==> src/pll_status_defs.svh <==
`ifndef PLL_STATUS_DEFS_SVH
`define PLL_STATUS_DEFS_SVH

// Register addresses on the serial control port
`define ADDR_W               10
`define ZERO_DELAY_CFG_ADDR  10'h01E
`define PLL_STATUS_ADDR      10'h01F

// Zero-delay configuration fields
`define ZD_ENABLE_BIT        1
`define ZD_EXTERNAL_BIT      2
`define ZD_CFG_RESET         8'h00
`define ZD_CFG_MASK          8'h06

// Status fields
`define ST_LOCK_BIT          0
`define ST_FIRST_REFERENCE_INPUT_ABOVE_BIT    1
`define ST_SECOND_REFERENCE_INPUT_ABOVE_BIT    2
`define ST_VCO_ABOVE_BIT     3
`define ST_SECOND_REFERENCE_INPUT_SEL_BIT      4
`define ST_HOLDOVER_BIT      5
`define ST_CAL_DONE_BIT      6
`define ST_UNUSED_BIT        7

// Read data reset value
`define RD_DATA_RESET        8'h00
`define RD_DATA_MASK         8'hFF

`endif

==> src/pll_status_pkg.sv <==
`default_nettype none

package pll_status_pkg;

   typedef logic [9:0] reg_addr_t;
   typedef logic [7:0] reg_byte_t;

   typedef struct packed {
      reg_addr_t addr;
      logic      wr;
      logic      rd;
      reg_byte_t wdata;
   } reg_req_s;

   typedef struct packed {
      logic cal_done;
      logic holdover_active;
      logic second_ref_selected;
      logic vco_above_threshold;
      logic second_ref_above_threshold;
      logic first_ref_above_threshold;
      logic digital_lock;
   } pll_status_s;

   typedef enum logic [1:0] {
      ZD_OFF      = 2'h0,
      ZD_INTERNAL = 2'h1,
      ZD_EXTERNAL = 2'h3
   } zd_mode_e;

endpackage

`default_nettype wire

==> src/byte_reg.sv <==
`default_nettype none

module byte_reg #(
   parameter logic [7:0] RESET_VALUE = 8'h00,
   parameter logic [7:0] KEEP_MASK   = 8'hFF
) (
   // Clock and reset
   input  wire logic       core_clk,
   input  wire logic       srst,
   // Load port
   input  wire logic       load,
   input  wire logic [7:0] d,
   // Stored value
   output logic      [7:0] q
);

   always_ff @(posedge core_clk)
   begin
      if (srst)
      begin
         q <= RESET_VALUE & KEEP_MASK;
      end
      else if (load)
      begin
         q <= d & KEEP_MASK;
      end
   end

endmodule // byte_reg

`default_nettype wire

==> src/pll_status_readback.sv <==
// Functional notes
// - Zero-delay enable bit, cleared at reset
// - Mode bit: clear internal, set external
// - Status bit 6 shows calibration finished
// - Status bit 5 shows holdover actually active
// - Status bit 4 set: second reference selected
// - Status bit 3: VCO above threshold
// - Status bit 2: second reference above threshold
// - Status bit 1: first reference above threshold
// - Status bit 0 shows digital lock detect
`include "pll_status_defs.svh"
`default_nettype none

module pll_status_readback
   import pll_status_pkg::*;
(
   // Clock and reset
   input  wire logic        core_clk,
   input  wire logic        srst,
   // Register access from the serial control port
   input  wire reg_req_s    reg_req,
   output logic      [7:0]  rd_data,
   output logic             rd_valid,
   output logic             addr_error,
   // Live status from PLL, monitors, holdover and calibration
   input  wire pll_status_s pll_status,
   // Zero-delay control
   output logic             zero_delay_enable,
   output logic             external_zero_delay,
   output zd_mode_e         zero_delay_mode,
   // Status change event
   output logic             status_changed
);

   logic      hit_cfg;
   logic      hit_status;
   logic      cfg_write;
   logic      rd_load;
   reg_byte_t cfg_q;
   reg_byte_t status_word;
   reg_byte_t next_rd_data;
   reg_byte_t rd_q;
   reg_byte_t status_prev;
   logic      status_prev_ok;

   // Address decode
   always_comb
   begin
      hit_cfg    = (reg_req.addr == `ZERO_DELAY_CFG_ADDR);
      hit_status = (reg_req.addr == `PLL_STATUS_ADDR);
   end

   // Only the configuration register accepts writes
   always_comb
   begin
      cfg_write = reg_req.wr & hit_cfg;
   end

   // Zero-delay configuration storage
   byte_reg #(
      .RESET_VALUE (`ZD_CFG_RESET),
      .KEEP_MASK   (`ZD_CFG_MASK)
   ) u_zd_cfg (
      .core_clk (core_clk),
      .srst     (srst),
      .load     (cfg_write),
      .d        (reg_req.wdata),
      .q        (cfg_q)
   );

   // Zero-delay control outputs
   always_comb
   begin
      zero_delay_enable   = cfg_q[`ZD_ENABLE_BIT];
      external_zero_delay = cfg_q[`ZD_ENABLE_BIT] & cfg_q[`ZD_EXTERNAL_BIT];
   end

   // Decoded zero-delay mode
   always_comb
   begin
      case ({cfg_q[`ZD_ENABLE_BIT], cfg_q[`ZD_EXTERNAL_BIT]})
         2'h2:    zero_delay_mode = ZD_INTERNAL;
         2'h3:    zero_delay_mode = ZD_EXTERNAL;
         default: zero_delay_mode = ZD_OFF;
      endcase
   end

   // Status word assembly
   always_comb
   begin
      status_word                     = 8'h00;
      status_word[`ST_UNUSED_BIT]     = 1'b0;
      status_word[`ST_CAL_DONE_BIT]   = pll_status.cal_done;
      status_word[`ST_HOLDOVER_BIT]   = pll_status.holdover_active;
      status_word[`ST_SECOND_REFERENCE_INPUT_SEL_BIT]   = pll_status.second_ref_selected;
      status_word[`ST_VCO_ABOVE_BIT]  = pll_status.vco_above_threshold;
      status_word[`ST_SECOND_REFERENCE_INPUT_ABOVE_BIT] = pll_status.second_ref_above_threshold;
      status_word[`ST_FIRST_REFERENCE_INPUT_ABOVE_BIT] = pll_status.first_ref_above_threshold;
      status_word[`ST_LOCK_BIT]       = pll_status.digital_lock;
   end

   // Read data selection
   always_comb
   begin
      next_rd_data = 8'h00;
      if (hit_cfg)
      begin
         next_rd_data = cfg_q;
      end
      else if (hit_status)
      begin
         next_rd_data = status_word;
      end
   end

   always_comb
   begin
      rd_load = reg_req.rd;
   end

   // Read data holding register
   byte_reg #(
      .RESET_VALUE (`RD_DATA_RESET),
      .KEEP_MASK   (`RD_DATA_MASK)
   ) u_rd_data (
      .core_clk (core_clk),
      .srst     (srst),
      .load     (rd_load),
      .d        (next_rd_data),
      .q        (rd_q)
   );

   always_comb
   begin
      rd_data = rd_q;
   end

   // Read valid pulse
   always_ff @(posedge core_clk)
   begin
      if (srst)
      begin
         rd_valid <= 1'b0;
      end
      else
      begin
         rd_valid <= reg_req.rd;
      end
   end

   // Unmapped access or write to the read-only word
   always_ff @(posedge core_clk)
   begin
      if (srst)
      begin
         addr_error <= 1'b0;
      end
      else
      begin
         addr_error <= ((reg_req.rd | reg_req.wr) & ~hit_cfg & ~hit_status)
                       | (reg_req.wr & hit_status);
      end
   end

   // Status change detection
   always_ff @(posedge core_clk)
   begin
      if (srst)
      begin
         status_prev    <= 8'h00;
         status_prev_ok <= 1'b0;
      end
      else
      begin
         status_prev    <= status_word;
         status_prev_ok <= 1'b1;
      end
   end

   always_ff @(posedge core_clk)
   begin
      if (srst)
      begin
         status_changed <= 1'b0;
      end
      else
      begin
         status_changed <= status_prev_ok & (status_prev != status_word);
      end
   end

endmodule // pll_status_readback

`default_nettype wire

==> config.mk <==
export PLATFORM = sky130hd
export DESIGN_NAME = pll_status_readback
export DESIGN_NICKNAME = d
export VERILOG_FILES = /design/src/pll_status_pkg.sv /design/src/byte_reg.sv /design/src/pll_status_readback.sv
export VERILOG_INCLUDE_DIRS = /design/src
export SDC_FILE = /design/constraint.sdc
export NUM_CORES = 1
export LEC_CHECK = 0
export BUFFER_PORTS_ARGS = -buffer_cell sky130_fd_sc_hd__buf_2
export CORE_UTILIZATION = 44
export CTS_BUF_LIST = sky130_fd_sc_hd__clkbuf_8
export CTS_CLUSTER_SIZE = 20
export DETAILED_ROUTE_END_ITERATION = 7
export PLACE_DENSITY = 0.8
export SYNTH_ARGS = -nofsm -noshare
export SYNTH_HDL_FRONTEND = slang
export SYNTH_SLANG_ARGS = --single-unit
export TNS_END_PERCENT = 5
==> constraint.sdc <==
create_clock -name core_clk -period 1.8 [get_ports core_clk]
set_input_delay 0.18 -clock core_clk [delete_from_list [all_inputs] [get_ports core_clk]]
set_output_delay 0.18 -clock core_clk [all_outputs]
set_load 0.01 [all_outputs]
==> out/metrics.yaml <==
status: "complete, but fails checks"
violations: "DRC"
drt_pre_antenna_iters: 6
ctsHoldBuffers: 0
syn-num-nets: 103
design_area_mm2: 0.00105
ioPinCount: 44
place_area_um2: 977
htreeDepth: 1
cts_sinks: 20
hold_viol_final: 0
finalMaxSlewViolations: 0
fmax_ghz: 0.736
power_density_mw_per_mm2: 943
syn_area_um2: 785
drive_gt1_share_pct: 40.2
grt_use_met1_pct: 22.2
hold_slack_ns: 0.162
required_ns: 1.95
post_drt_wl_per_cell_um: 12.2
core_area_mm2: 0.00158
grt_setup_unrepaired: "false"
cts_setup_buffers: 0
drt_iter0_markers: 5
area_growth_pct: 33.7
clk_latency_ns: 0.26
fin_crit_sh_pct: 75.5
antenna_left: 0
ys_seq_area_share_pct: 51.0
wirelength_mm: 1.56
hp-class: "in2reg"
die_h_um: 44.2
min_period_ns: 1.36
met3_usage_pct: 3.67
port_buffers: 36
via_count: 652
rows: 14
ys_warn_count: 0
finalSetupViolCount: 0
cts_resized: 0
arrival_ns: 1.51
p_leak_nw: 0.486
cts_buffers: 3
cts_tree: "built"
vdd_drop_max_mv: 0.438
cts_root_buffer: "clkbuf_8"
dpl.hpwl_mm: 1.20
die-area_mm2: 0.00196
fp.dieW_um: 44.2
fillers: 121
start_util_pct: 49.8
gp_congestion: 0.764
antenna_cells: 0
ys_types: 26
ys_ff_latch: 20
grt_max_degree: 13
setup_tns_ns: 0
place_inst: 124
start_kind: "input pin"
end_kind: "flip-flop"
first_global_vias: 649
finClkSkew_ns: 0.00759
clk_pin_slew_ns: 0.08
power_mw: 0.989
finish.utilization_pct: 66.5
finalWorstSetupSlack_ns: 0.441
antenna_found_initial: 0
ctsLongestPathBuffers: 2
avgSynthCellArea_um2: 10.6
drc: 2
drv_cap: 0
grt_pass1_wl_mm: 2.72
grt_usage_pct: 19.5
path_max_fanout: 4
overflow: 0
fin_cells: 128
place_ws_ns: 0.165
grt_busiest_layer: "met2"
synth_cells: 74
fin_nets: 142
grtUsageMet2_pct: 33.8
crit_type: "in2reg"
vias_per_cell: 5.09
## per-layer routing
metal / part of all wire [%] / up-vias / wire length, um
li1: - / 332 / -
met1: 43 / 296 / 669
met2: 51 / 20 / 796
met3: 4.6 / 4 / 71
met4: 1.4 / 0 / 22
met5: 0 / - / 0
## path summary, 6_finish.rpt
path	slack, ns	cells past startpoint	startpoint	endpoint
setup / recovery	0.44	4	reg_req[17]	addr_error
hold / removal	0.16	2	pll_status[0]	u_rd_data.q[0]
setup reg to reg	0.80	3	status_prev[4]	status_changed
hold reg to reg	0.45	1	status_prev_ok	status_changed
## area by class of cell
type                            instances  area (um2)  area share (%)
Inverter                                3        11.3            1.07
Timing Repair Buffer                   38         195            18.6
Sequential cell                        20         400            38.2
Clock inverter                          1        30.0            2.86
Multi-Input combinational cell         47         350            33.4
Clock buffer                            3        41.3            3.94
Tap cell                               16        20.0            1.91
## critical path: stages
cell and delay, ns:
buf_2 0.09, or4_4 0.55, or3_1 0.40, o221a_2 0.28
## state kept, by name, summed over array words and instances (netlist names)
register        flops
status_prev_ok      1
addr_error          1
status_prev         7
u_rd_data.q         7
status_changed      1
u_zd_cfg.q          2
rd_valid            1
## synth_stat cells, drive strengths merged
cell type | n | area (um2)
a22o | 5 | 43.8
and2 | 1 | 6.26
buf | 2 | 15.0
clkbuf | 2 | 7.51
clkinv | 1 | 3.75
conb | 1 | 3.75
dfxtp | 20 | 400
inv | 2 | 7.51
mux2i | 4 | 40.0
nand2 | 6 | 22.5
nand2b | 3 | 18.8
nand3b | 1 | 7.51
nand4 | 1 | 6.26
nand4b | 1 | 8.76
nor2 | 1 | 3.75
nor2b | 7 | 43.8
nor4 | 2 | 18.8
o221a | 1 | 11.3
o311a | 1 | 10.0
o31a | 1 | 8.76
o32ai | 2 | 17.5
or3 | 1 | 6.26
or4 | 1 | 11.3
xnor2 | 6 | 52.6
xor2 | 1 | 8.76
## power by group
| group | switching [mW] | internal [mW] | total [mW] | leakage, nW |
|---|---|---|---|---|
| combinational | 0.0407 | 0.0434 | 0.0841 | 0.286 |
| sequential | 0.00472 | 0.456 | 0.460 | 0.164 |
| clock | 0.148 | 0.297 | 0.444 | 0.0357 |
## kinds of logic (layout without fill, tap and decap cells)
family	Yosys count	count (layout)	synth area share, %
other cells	1	1	0.478
mux	4	4	5.10
xor+xnor	7	7	7.82
simple gates	25	25	19.6
flops	20	20	51.0
compound gates	10	10	11.6
buf+inv	7	45	4.31
## layout by cell type (no fill, tap or decap)
cell,instances
o311a_1,1
nor4_1,1
a22o_1,5
or4_4,1
o221a_2,1
buf_4,2
nand2_1,6
o31a_1,1
clkbuf_8,3
nand3b_1,1
mux2i_1,4
xnor2_1,6
nor4_2,1
inv_1,2
bufinv_16,1
or3_1,1
xor2_1,1
nand2b_1,3
nor2_1,1
conb_1,1
and2_1,1
o32ai_1,2
nand4b_1,1
buf_2,36
nor2b_1,7
nand4_1,1
clkinv_1,1
dfxtp_1,20
(Power assumes the default switching activity.)
